File: src/rtl/tgc_pkg.sv
package tgc_pkg;

	localparam int TGC_ADDR_W = 12;
	localparam int TGC_DATA_W = 4;

	// Timing in ns, slowest grade by default
	localparam int TGC_CLK_NS      = 20;
	localparam int TGC_T_CYCLE_NS  = 35;
	localparam int TGC_T_CSS_NS    = 10;
	localparam int TGC_T_ACA_NS    = 35;
	localparam int TGC_T_WEW_NS    = 30;
	localparam int TGC_T_DS_NS     = 14;
	localparam int TGC_T_AA_NS     = 35;
	localparam int TGC_T_OEZ_NS    = 10;
	localparam int TGC_T_WEZ_NS    = 13;
	localparam int TGC_T_CLP_NS    = 60;

	// Least times round up
	localparam int TGC_CYC_CYCLE = (TGC_T_CYCLE_NS + TGC_CLK_NS - 1) / TGC_CLK_NS;
	localparam int TGC_CYC_CSS   = (TGC_T_CSS_NS + TGC_CLK_NS - 1) / TGC_CLK_NS;
	localparam int TGC_CYC_ACA   = (TGC_T_ACA_NS + TGC_CLK_NS - 1) / TGC_CLK_NS;
	localparam int TGC_CYC_WEW   = (TGC_T_WEW_NS + TGC_CLK_NS - 1) / TGC_CLK_NS;
	localparam int TGC_CYC_DS    = (TGC_T_DS_NS + TGC_CLK_NS - 1) / TGC_CLK_NS;
	localparam int TGC_CYC_AA    = (TGC_T_AA_NS + TGC_CLK_NS - 1) / TGC_CLK_NS;
	localparam int TGC_CYC_OEZ   = (TGC_T_OEZ_NS + TGC_CLK_NS - 1) / TGC_CLK_NS;
	localparam int TGC_CYC_WEZ   = (TGC_T_WEZ_NS + TGC_CLK_NS - 1) / TGC_CLK_NS;
	localparam int TGC_CYC_CLP   = (TGC_T_CLP_NS + TGC_CLK_NS - 1) / TGC_CLK_NS;

	localparam int TGC_CNT_W = 4;
	localparam logic [TGC_CNT_W-1:0] TGC_CNT_RST = 4'h0;

	typedef enum logic [1:0] {
		TGC_OP_COMPARE = 2'h0,
		TGC_OP_READ    = 2'h1,
		TGC_OP_WRITE   = 2'h2,
		TGC_OP_CLEAR   = 2'h3
	} tgc_op_t;

	typedef struct packed {
		tgc_op_t                 op;
		logic [TGC_ADDR_W-1:0]   index;
		logic [TGC_DATA_W-1:0]   data;
	} tgc_req_t;

	typedef struct packed {
		logic                    hit;
		logic [TGC_DATA_W-1:0]   data;
	} tgc_rsp_t;

	// Pins toward the tag memory, enables active low
	typedef struct packed {
		logic [TGC_ADDR_W-1:0]   tag_index;
		logic                    wr_en_n;
		logic                    rd_en_n;
		logic                    flash_erase_n;
		logic [TGC_DATA_W-1:0]   dq_out;
		logic [TGC_DATA_W-1:0]   dq_oe_n;
	} tgc_pins_t;

	// Gray sequence along idle -> setup -> strobe -> recover
	typedef enum logic [1:0] {
		TGC_ST_IDLE    = 2'b00,
		TGC_ST_SETUP   = 2'b01,
		TGC_ST_STROBE  = 2'b11,
		TGC_ST_RECOVER = 2'b10
	} tgc_state_t;

endpackage : tgc_pkg

File: src/rtl/tgc_ctrl.sv
`timescale 1ns/100ps
module tgc_ctrl (
	// Clock and reset
	input  wire logic             core_clk_i,
	input  wire logic             rst_n_i,
	// Request side
	input  wire logic             req_valid_i,
	output logic                  req_ready_o,
	input  wire tgc_pkg::tgc_req_t req_i,
	// Answer side
	output logic                  rsp_valid_o,
	output tgc_pkg::tgc_rsp_t     rsp_o,
	// Device pins
	output tgc_pkg::tgc_pins_t    pins_o,
	input  wire logic [3:0]       dq_i,
	input  wire logic             match_i
);
	import tgc_pkg::*;

	typedef struct packed {
		tgc_state_t            state;
		tgc_op_t               op;
		logic [TGC_CNT_W-1:0]  cnt;
		logic [TGC_CNT_W-1:0]  cyc;
		tgc_pins_t             pins;
		logic                  rsp_valid;
		tgc_rsp_t              rsp;
	} tgc_ctrl_state_t;

	tgc_ctrl_state_t st_reg;
	tgc_ctrl_state_t st_next;
	logic [4:0]      sync_in;
	logic            sync_hit;
	logic [3:0]      sync_dq;

	// Match and read data come back off-chip, so synchronise them
	tgc_sync #(
		.WIDTH(5)
	) u_sync (
		.core_clk_i(core_clk_i),
		.rst_n_i   (rst_n_i),
		.async_i   ({match_i, dq_i}),
		.sync_o    (sync_in)
	);

	assign sync_hit = sync_in[4];
	assign sync_dq  = sync_in[3:0];

	function automatic tgc_pins_t idle_pins(input tgc_pins_t p);
		tgc_pins_t q;
		q               = p;
		q.wr_en_n       = 1'b1;
		q.rd_en_n       = 1'b1;
		q.flash_erase_n = 1'b1;
		q.dq_oe_n       = 4'hf;
		return q;
	endfunction : idle_pins

	always_comb begin
		st_next           = st_reg;
		st_next.rsp_valid = 1'b0;
		if (st_reg.cyc != TGC_CNT_RST) begin
			st_next.cyc = st_reg.cyc - 4'h1;
		end
		case (st_reg.state)
			TGC_ST_IDLE: begin
				// a new cycle waits until the minimum cycle time has elapsed
				if (req_valid_i && st_reg.cyc == TGC_CNT_RST) begin
					st_next.op             = req_i.op;
					// address set-up is zero, applied with the controls
					st_next.pins.tag_index = req_i.index;
					st_next.pins.dq_out    = req_i.data;
					st_next.state          = TGC_ST_SETUP;
					st_next.cyc            = 4'(TGC_CYC_CYCLE);
					case (req_i.op)
						TGC_OP_CLEAR: begin
							st_next.pins.flash_erase_n = 1'b0;
							st_next.pins.dq_oe_n       = 4'hf;
							st_next.cnt                = 4'(TGC_CYC_CLP);
						end
						TGC_OP_WRITE: begin
							st_next.pins.wr_en_n = 1'b0;
							st_next.pins.rd_en_n = 1'b1;
							// drive the port one cycle after write enable falls
							st_next.cnt          = 4'(TGC_CYC_WEW);
						end
						TGC_OP_READ: begin
							st_next.pins.rd_en_n = 1'b0;
							st_next.cnt          = 4'(TGC_CYC_AA);
						end
						default: begin
							// enables already high since idle; data on port
							st_next.pins.dq_oe_n = 4'h0;
							st_next.cnt          = 4'(TGC_CYC_ACA);
						end
					endcase
				end
			end
			TGC_ST_SETUP: begin
				if (st_reg.op == TGC_OP_WRITE) begin
					// data valid well before write enable rises
					st_next.pins.dq_oe_n = 4'h0;
				end
				// Two synchroniser stages add delay before sampling
				st_next.cnt   = st_reg.cnt + 4'h2;
				st_next.state = TGC_ST_STROBE;
			end
			TGC_ST_STROBE: begin
				if (st_reg.cnt != TGC_CNT_RST) begin
					st_next.cnt = st_reg.cnt - 4'h1;
				end else begin
					case (st_reg.op)
						TGC_OP_COMPARE: begin
							// sampled after access time, no read/write active
							st_next.rsp.hit  = sync_hit;
							st_next.rsp.data = st_reg.pins.dq_out;
							st_next.rsp_valid = 1'b1;
						end
						TGC_OP_READ: begin
							st_next.rsp.hit   = 1'b0;
							st_next.rsp.data  = sync_dq;
							st_next.rsp_valid = 1'b1;
						end
						TGC_OP_WRITE: begin
							st_next.rsp.hit   = 1'b0;
							st_next.rsp.data  = st_reg.pins.dq_out;
							st_next.rsp_valid = 1'b1;
						end
						default: begin
							st_next.rsp.hit   = 1'b0;
							st_next.rsp.data  = 4'h0;
							st_next.rsp_valid = 1'b1;
						end
					endcase
					// enables rise only after the pulse width
					st_next.pins  = idle_pins(st_reg.pins);
					if (st_reg.op == TGC_OP_WRITE) begin
						// zero data hold, but keep driving one more cycle
						st_next.pins.dq_oe_n = 4'h0;
					end
					// Turnaround covers the slower of the two release times
					if (TGC_CYC_OEZ > TGC_CYC_WEZ) begin
						st_next.cnt = 4'(TGC_CYC_OEZ);
					end else begin
						st_next.cnt = 4'(TGC_CYC_WEZ);
					end
					st_next.state = TGC_ST_RECOVER;
				end
			end
			TGC_ST_RECOVER: begin
				// Bus turnaround so device release never overlaps our drive
				st_next.pins.dq_oe_n = 4'hf;
				if (st_reg.cnt != TGC_CNT_RST) begin
					st_next.cnt = st_reg.cnt - 4'h1;
				end else begin
					st_next.state = TGC_ST_IDLE;
				end
			end
			default: begin
				st_next.state = TGC_ST_IDLE;
			end
		endcase
		// Never drive the port while the device may drive it
		if (!st_next.pins.rd_en_n || !st_next.pins.flash_erase_n) begin
			st_next.pins.dq_oe_n = 4'hf;
		end
		// Clear wins over both enables
		if (!st_next.pins.flash_erase_n) begin
			st_next.pins.wr_en_n = 1'b1;
			st_next.pins.rd_en_n = 1'b1;
		end
	end

	always_ff @(posedge core_clk_i) begin
		if (!rst_n_i) begin
			st_reg.state     <= TGC_ST_IDLE;
			st_reg.op        <= TGC_OP_COMPARE;
			st_reg.cnt       <= TGC_CNT_RST;
			st_reg.cyc       <= TGC_CNT_RST;
			st_reg.pins.tag_index     <= '0;
			st_reg.pins.wr_en_n       <= 1'b1;
			st_reg.pins.rd_en_n       <= 1'b1;
			st_reg.pins.flash_erase_n <= 1'b1;
			st_reg.pins.dq_out        <= 4'h0;
			st_reg.pins.dq_oe_n       <= 4'hf;
			st_reg.rsp_valid <= 1'b0;
			st_reg.rsp       <= '0;
		end else begin
			st_reg <= st_next;
		end
	end

	assign req_ready_o = (st_reg.state == TGC_ST_IDLE) && (st_reg.cyc == TGC_CNT_RST);
	assign rsp_valid_o = st_reg.rsp_valid;
	assign rsp_o       = st_reg.rsp;
	assign pins_o      = st_reg.pins;

endmodule : tgc_ctrl

File: src/rtl/tgc_sync.sv
`timescale 1ns/100ps
module tgc_sync #(
	parameter int WIDTH = 5
) (
	// Clock and reset
	input  wire logic             core_clk_i,
	input  wire logic             rst_n_i,
	// Async in, synced out
	input  wire logic [WIDTH-1:0] async_i,
	output logic      [WIDTH-1:0] sync_o
);
	import tgc_pkg::*;

	typedef struct packed {
		logic [WIDTH-1:0] stage1;
		logic [WIDTH-1:0] stage2;
	} tgc_sync_state_t;

	tgc_sync_state_t st_reg;
	tgc_sync_state_t st_next;

	always_comb begin
		st_next        = st_reg;
		st_next.stage1 = async_i;
		st_next.stage2 = st_reg.stage1;
	end

	always_ff @(posedge core_clk_i) begin
		if (!rst_n_i) begin
			st_reg <= '0;
		end else begin
			st_reg <= st_next;
		end
	end

	assign sync_o = st_reg.stage2;

endmodule : tgc_sync

File: config.mk
export PLATFORM = sky130hd
export DESIGN_NAME = tgc_ctrl
export DESIGN_NICKNAME = d
export VERILOG_FILES = /design/src/rtl/tgc_pkg.sv /design/src/rtl/tgc_ctrl.sv /design/src/rtl/tgc_sync.sv
export SDC_FILE = /design/constraint.sdc
export NUM_CORES = 1
export LEC_CHECK = 0
export BUFFER_PORTS_ARGS = -buffer_cell sky130_fd_sc_hd__clkbuf_2
export CORE_ASPECT_RATIO = 0.6
export CORE_MARGIN = 2
export CORE_UTILIZATION = 48
export CTS_CLUSTER_DIAMETER = 40
export DETAILED_ROUTE_END_ITERATION = 7
export PLACE_DENSITY = 0.75
export SLEW_MARGIN = 20
export SYNTH_ARGS = -nofsm -noshare
export SYNTH_HDL_FRONTEND = slang
export SYNTH_SLANG_ARGS = --single-unit
export TNS_END_PERCENT = 50
File: constraint.sdc
create_clock -name core_clk_i -period 1.9 [get_ports core_clk_i]
set_input_delay 0.095 -clock core_clk_i [delete_from_list [all_inputs] [get_ports core_clk_i]]
set_output_delay 0.095 -clock core_clk_i [all_outputs]
set_load 0.02 [all_outputs]
After elaboration in Yosys (flattened, before gate mapping). Cells that the tools add are included. W data, S select, Z words.

Flip-flop bits (word level): 51. Input bits: 26. Output and inout bits: 30.

Add/subtract/negate cells: 3. Eq/ne operators: 15. Muxes and demuxes: 20. Bitwise operators: 3. Reductions and logical operators: 22.

Operators with widths (count): $pmux W19 S2 (1); $mux W35 (1); $pmux W4 S4 (2); $mux W4 (6); $mux W17 (1); $pmux W5 S3 (1); $ne A2 B2 Y1 const B (6); $eq A2 B2 Y1 const B (5); $pmux W2 S4 (1); $pmux W4 S2 (1); $reduce_and A2 Y1 (4); $reduce_and A4 Y1 (2); $reduce_bool A4 Y1 (2); $sub A4 B1 Y4 const B (2); $eq A2 B1 Y1 const B (3); $reduce_and A3 Y1 (2); $add A4 B2 Y4 const B (1); $logic_not A2 Y1 (2); $logic_not A4 Y1 (1); $mux W2 (2); $reduce_or A2 Y1 (2); $mux W1 (3); $not A1 Y1 (3); $reduce_or A3 Y1 (1); other kinds (6) (8).

Longest topological paths before layout. Gate-level depths: netlist of the first run.

Word-level depth: 8. Mapped depth: 8. Mapped depth without buffers: 6.

Modules after synthesis. A second synthesis of the first run with hierarchy kept.

Cells, all modules: 257. Area total of the unflattened synthesis: 2422.3 µm².

By module, submodules not included: tgc_ctrl (instances 1, cells each 237, area an instance 2159.6 µm², seq. area each 760.7 µm²); tgc_sync (instances 1, cells each 20, area an instance 262.8 µm², seq. area each 200.2 µm²).

Worst setup path after synthesis of the first run. No wires, ideal clock.

Path kind: register to register. Start point: register st_reg[34] (netlist bit). End point: register st_reg, in the netlist pins_o[2]. Data arrival time: 1.749 ns. Required time: 1.766 ns. Path slack: 0.017 ns. Cell stages (with the launch flop): 7. Buffers on the path: 0. Cell sequence: dfxtp_1 > inv_1 > ha_1 > nor4bb_4 > and3_1 > o311a_1 > or4b_1.

Longest elaborated chain between the ends: 6.

RTL lines: start: declaration (line tgc_ctrl.sv:30) `tgc_ctrl_state_t st_reg;`; start signal: assignment (line tgc_ctrl.sv:189) `st_reg <= st_next;`; $reduce_bool A4 Y1 (*) (line tgc_ctrl.sv:109) `if (st_reg.cnt != TGC_CNT_RST) begin`; $mux W17 (line tgc_ctrl.sv:109); $pmux W19 S2 (line tgc_ctrl.sv:65) `case (st_reg.state)`; $logic_not A1 Y1 (on tied branches); $logic_or A1 B1 Y1 (line tgc_ctrl.sv:164) `if (!st_next.pins.rd_en_n || !st_next.pins.flash_erase_n) begin`; $reduce_or A2 Y1 (no line).

Mark *: on every way between the ends. The rest lies on a longest branch, timed or not. The select of a mux whose other input is x is not followed. A chain may end at the register's enable or synchronous reset.

Worst setup path after layout of the first run.
Start point: register st_reg[29] (netlist bit). End point: register st_reg, in the netlist pins_o[2].

Longest elaborated chain between the ends: 7.

RTL lines: $logic_not A4 Y1 (*) (line tgc_ctrl.sv:68) `if (req_valid_i && st_reg.cyc == TGC_CNT_RST) begin`; $logic_and A1 B1 Y1 (*) (line tgc_ctrl.sv:68); $mux W35 (line tgc_ctrl.sv:68); $pmux W19 S2 (line tgc_ctrl.sv:65); $logic_not A1 Y1 (on tied branches); $logic_or A1 B1 Y1 (line tgc_ctrl.sv:164); $reduce_or A2 Y1 (no line).

Marks and branches as above.

==> results of run 1 <==
==> layer usage <==
metal,vias to the layer above,part of all wire,global-route usage
met5,-,0,0
met4,0,0.0087,0.0518
met3,7,0.076,0.0533
met2,65,0.44,0.295
met1,879,0.48,0.280
li1,943,-,-
==> cell families (layout without fill, tap and decap cells) <==
group | after synthesis | count (layout) | share of synthesized area
adders and majority gates | 12 | 12 | 0.0644
AOI/OAI and AO/OA | 54 | 54 | 0.171
DFF | 48 | 48 | 0.412
muxes | 3 | 3 | 0.0129
and+or+nand+nor | 80 | 80 | 0.189
xor gates and xnor gates | 4 | 4 | 0.0150
buffers and inverters | 52 | 99 | 0.135
==> synthesized netlist by cell type, types with 2 or more instances <==
library cell and count:
o221ai_1 2, a2bb2oi_1 2, buf_4 29, inv_1 12, or3_1 2, and2_1 11, buf_1 2, dfxtp_1 48
nor3_1 7, or2b_1 2, xnor2_1 3, clkbuf_1 5, o21ai_0 5, a221oi_1 6, mux2i_1 3, nand3_1 2
a211oi_1 2, buf_2 3, nor2_1 32, and3_1 3, a22oi_1 15, a21oi_1 11, nor3b_1 4, nand4bb_1 2
nand2_1 8, ha_1 12, o311a_1 2
==> worst paths after layout <==
path | endpoint | depth (start not counted)
setup / recovery | pins_o[2] | 7
hold / removal | u_sync.st_next[0] | 2
setup reg to reg | pins_o[2] | 7
hold reg to reg | u_sync.sync_o[4] | 1
==> stage by stage <==
step                       util  std cells  worst slack (ns)  cell area [µm²]
after floorplan               -        253            0.0173             2330
after global placement    0.553        349            0.0399             2550
after detailed placement  0.553        349          -0.00298             2550
after CTS                 0.584        361           0.00271             2690
after global routing      0.600        363           -0.0508             2770
final                     0.600        363            0.0257             2770
==> where the power goes <==
group | switching, mW | leakage [nW] | total, mW | internal [mW]
registers | 0.143 | 0.394 | 1.34 | 1.19
logic | 1.04 | 0.787 | 1.90 | 0.851
clock network | 0.339 | 0.0516 | 0.637 | 0.298
total | 1.53 | 1.23 | 3.87 | 2.34
==> layout make-up <==
class	count	area [µm²]
repair buffers	79	469
clock inverters	2	13.8
clock buffers	6	82.6
flip-flops and latches	48	967
fillers	415	1840
well taps	63	78.8
inverters	12	45.0
multi-input cells	153	1110
==> timing repair <==
item,CTS,global route
gates cloned,0,0
pin swaps,0,3
gates resized for setup,2,20
hold endpoints to repair,4,0
hold buffers,4,0
endpoints found under the setup margin,14,14
buffers inserted,0,2
==> impl_metrics.py, run 1 <==
metrics = {
    "synthesis": {
        "synth_seq_cells": 48,
        "avgSynthCellArea_um2": 9.22,
        "synthesis.area_um2": 2330,
        "synth_edf_count": 0,
        "ys.warnings.count": 0,
        "synth_top_area_cell": "dfxtp_1",
        "netlist.area_leader.share": 0.412,
        "ys.flop_type": "dfxtp_1",
        "async_flop_share": 0,
        "syn_inst": 253,
        "ys_top_cells_by_area": "dfxtp_1, buf_4, ha_1, nor2_1, a22oi_1",
        "yosys.cell_types.count": 45,
        "synth_fp_nets": 291,
        "ys_seq_area_frac": 0.412,
    },
    "grt": {
        "antenna_found_initial": 0,
        "grt_pass1_wl_um": 8290,
        "grt_pass1_vias": 1755,
        "overflow": 0,
        "track_usage": 0.196,
        "grt_max_degree": 19,
    },
    "timing": {
        "period_needed_ns": 1.87,
        "fin_setup_tns_ns": 0,
        "fmaxAchievable_mhz": 534,
        "finClkSkew_ns": 0.00479,
        "finalHoldViolations": 0,
        "tightest_slew_ns": 0.474,
        "whs_ns": 0.0210,
        "setup_violations": 0,
        "drv_slew": 0,
        "slew-limit-headroom": 0.684,
        "min_period_over_period": 0.986,
    },
    "die": {
        "rows": 19,
        "io_pins": 56,
        "core_area_um2": 4610,
        "dieArea_um2": 5450,
        "die_w_um": 94.0,
        "start_util": 0.506,
        "die_y_um": 58.0,
    },
    "finish": {
        "mostFrequentLayoutCell": "clkbuf_2",
        "largest_register_ff_count": 20,
        "fin_nets": 337,
        "diodes": 0,
        "mostFrequentLayoutCells": "clkbuf_2, dfxtp_1, nor2_1",
        "drive_gt1_frac": 0.357,
        "area_growth_pct": 18.7,
    },
    "clock_tree": {
        "clock_latency_ns": 0.30,
        "htreeDepth": 2,
        "root_buffer": "clkbuf_8",
        "clock_sinks": 48,
        "cts_tree": "yes",
        "cts_buffers": 5,
        "clkTransAtPathRegs_ns": 0.09,
        "cts_buffer_depth": 2,
    },
    "setup_path": {
        "path_delay_family": "simple AND/OR/NAND/NOR gates",
        "crit_start": "st_reg[29]",
        "cp_max_fo": 3,
        "r2r_start": "st_reg[29]",
        "critPathKind": "reg2reg",
        "arrival_ns": 2.06,
        "path_buf_inv": 2,
        "critPathMaxStageDelay_ns": 0.51,
        "crit_path_end_kind": "register",
        "r2r_slack_ns": 0.03,
        "cp_data_required_time_ns": 2.08,
        "start_kind": "register",
        "cpMaxStageDelayCell": "or4b_1",
        "path_cells": "inv_1 > ha_2 > and4bb_1 > buf_4 > o211ai_1 > a221oi_2 > or4b_1",
    },
    "drt": {
        "dr_total_vias": 1894,
        "ant_nets": 0,
        "drt_iter0_markers": 136,
        "dr.pass1.iters": 4,
        "drc": 0,
        "vias_per_cell": 5.22,
        "wire_per_inst_um": 14.6,
        "postRouteWirelength_um": 5310,
    },
    "power": {
        "power_density_nw_per_um2": 1400,
        "p_total_mw": 3.87,
        "power.leakage_nw": 1.23,
        "ir_worst_vdd_v": 0.000765,
    },
    "worst_hold_path": {
        "hold_path_class": "in2reg",
        "worstHoldStart": "dq_i[0]",
    },
    "placement": {
        "dpl.hpwl_um": 3790,
        "io_buffers": 55,
        "gp_congestion": 0.900,
    },
    "flow_run": {
        "drv_cap": 0,
    },
    "status": {
        "status": "complete, no violations",
    },
}
(Power assumes the default switching activity.)
==> inputs of run 2 (changes only) <==
Settings changed: RECOVER_POWER set to 50.
==> run 2 against run 1 <==
Register-to-register slack about the same. Clock power about the same. Combinational power about the same. Critical path depth unchanged. Highest routed layer unchanged. Clock-buffer cell count unchanged. Die area unchanged. Via count unchanged. Setup slack better by 0.0057 ns. Global-route usage unchanged. Core utilization down 0.79 points. Final cell count unchanged.
==> impl_metrics.py, run 2 (synthesized netlist as in run 1, its figures left out) <==
metrics = {
    "status": {
        "status": "complete, no violations",
    },
    "clock_tree": {
        "root_buffer": "clkbuf_8",
        "cts_tree": "yes",
        "cts_buffer_depth": 2,
        "cts_buffers": 5,
        "clkTransAtPathRegs_ns": 0.09,
        "htreeDepth": 2,
        "clock_latency_ns": 0.30,
        "clock_sinks": 48,
    },
    "flow_run": {
        "drv_cap": 0,
    },
    "setup_path": {
        "path_cells": "inv_1 > ha_2 > and4bb_1 > buf_4 > o211ai_1 > a221oi_2 > or4b_1",
        "cp.depth": 7,
        "arrival_ns": 2.05,
        "crit_path_end_kind": "register",
        "cp_max_fo": 3,
        "cp_data_required_time_ns": 2.08,
        "start_kind": "register",
        "crit_start": "st_reg[30]",
        "critPathKind": "reg2reg",
        "path_delay_family": "simple AND/OR/NAND/NOR gates",
        "cpMaxStageDelayCell": "or4b_1",
        "r2r_start": "st_reg[30]",
        "critPathMaxStageDelay_ns": 0.51,
        "r2r_slack_ns": 0.03,
        "path_buf_inv": 2,
        "reg2reg_depth": 7,
        "r2r_end": "pins_o[2]",
    },
    "timing": {
        "fmaxAchievable_mhz": 535,
        "finClkSkew_ns": 0.00554,
        "slew-limit-headroom": 0.563,
        "period_needed_ns": 1.87,
        "setup_violations": 0,
        "min_period_over_period": 0.983,
        "fin_ws_ns": 0.0314,
        "whs_ns": 0.0207,
        "finalHoldViolations": 0,
        "tightest_slew_ns": 0.655,
        "fin_setup_tns_ns": 0,
        "drv_slew": 0,
    },
    "die": {
        "io_pins": 56,
        "start_util": 0.506,
        "rows": 19,
        "core_area_um2": 4610,
        "dieArea_um2": 5450,
        "die_y_um": 58.0,
        "die_w_um": 94.0,
    },
    "finish": {
        "largest_register_ff_count": 20,
        "nFillCells": 431,
        "diodes": 0,
        "drive_gt1_frac": 0.260,
        "postLayoutCellArea_um2": 2730,
        "area_growth_pct": 17.2,
        "mostFrequentLayoutCells": "dfxtp_1, nor2_1, clkbuf_1",
        "fin_nets": 337,
        "mostFrequentLayoutCell": "dfxtp_1",
    },
    "placement": {
        "preCtsSetupSlack_ns": -0.00298,
        "io_buffers": 55,
        "gp_congestion": 0.900,
        "dpl.hpwl_um": 3790,
        "place_area_um2": 2550,
    },
    "grt": {
        "antenna_found_initial": 0,
        "grt_pass1_vias": 1755,
        "track_usage": 0.196,
        "grt_max_degree": 19,
        "grt_pass1_wl_um": 8290,
        "overflow": 0,
    },
    "drt": {
        "vias_per_cell": 5.22,
        "drc": 0,
        "dr.pass1.iters": 4,
        "ant_nets": 0,
        "postRouteWirelength_um": 5300,
        "wire_per_inst_um": 14.6,
        "dr_total_vias": 1894,
        "drt_iter0_markers": 148,
    },
    "worst_hold_path": {
        "holdPathStages": 2,
        "hold_path_class": "in2reg",
        "hold_end": "u_sync.st_next[0]",
        "worstHoldStart": "dq_i[0]",
    },
    "power": {
        "power_density_nw_per_um2": 1410,
        "p_total_mw": 3.84,
        "ir_worst_vdd_v": 0.000758,
        "power.leakage_nw": 1.14,
    },
}
## run 2: changes by cell type in the layout (fill, tap and decap cells not counted)
cell | previous run | this run
clkbuf_2 | 55 | 26
clkbuf_1 | 0 | 29
## run 2: worst max-delay path by stage
stage,to,slack [ns]
4_1_cts,pins_o[2],0.003
3_5_place_dp,pins_o[7],-0.003
5_1_grt,pins_o[2],-0.05
3_3_place_gp,pins_o[12],0.04
2_1_floorplan,pins_o[2],0.02
6_report,pins_o[2],0.03
## run 2: per-layer routing
metal,up-vias,GRT usage,wire length (µm)
met2,63,0.295,2330
met1,879,0.280,2530
met3,7,0.0533,385
met5,-,0,0
li1,945,-,-
met4,0,0.0518,46
## run 2: where the power goes
group	total [mW]	leakage [nW]	switching (mW)	internal [mW]
Combinational	1.87	0.693	1.04	0.823
Sequential	1.34	0.394	0.142	1.20
Clock	0.640	0.0516	0.342	0.298
Total	3.84	1.14	1.53	2.32
## run 2: final cells by class
cell class	count	area, µm²	area share
multi-input combinational	153	1110	0.407
sequential	48	967	0.354
timing repair buffer	79	433	0.158
clock buffer	6	82.6	0.0302
tap	63	78.8	0.0288
inverter	12	45.0	0.0165
clock inverter	2	13.8	0.00504
## run 2: metrics by stage
step | utilization | instances
floorplan | - | 253
global placement | 0.553 | 349
detailed placement | 0.553 | 349
CTS | 0.584 | 361
global route | 0.593 | 363
finish | 0.593 | 363
## run 2: what timing repair did
| item | 4_1_cts | 5_1_grt |
|---|---|---|
| buffers inserted | 0 | 2 |
| hold buffers | 4 | 0 |
| hold endpoints to repair | 4 | 0 |
| pin swaps | 0 | 3 |
| setup endpoints to repair | 14 | 14 |
| gates resized for setup | 2 | 20 |
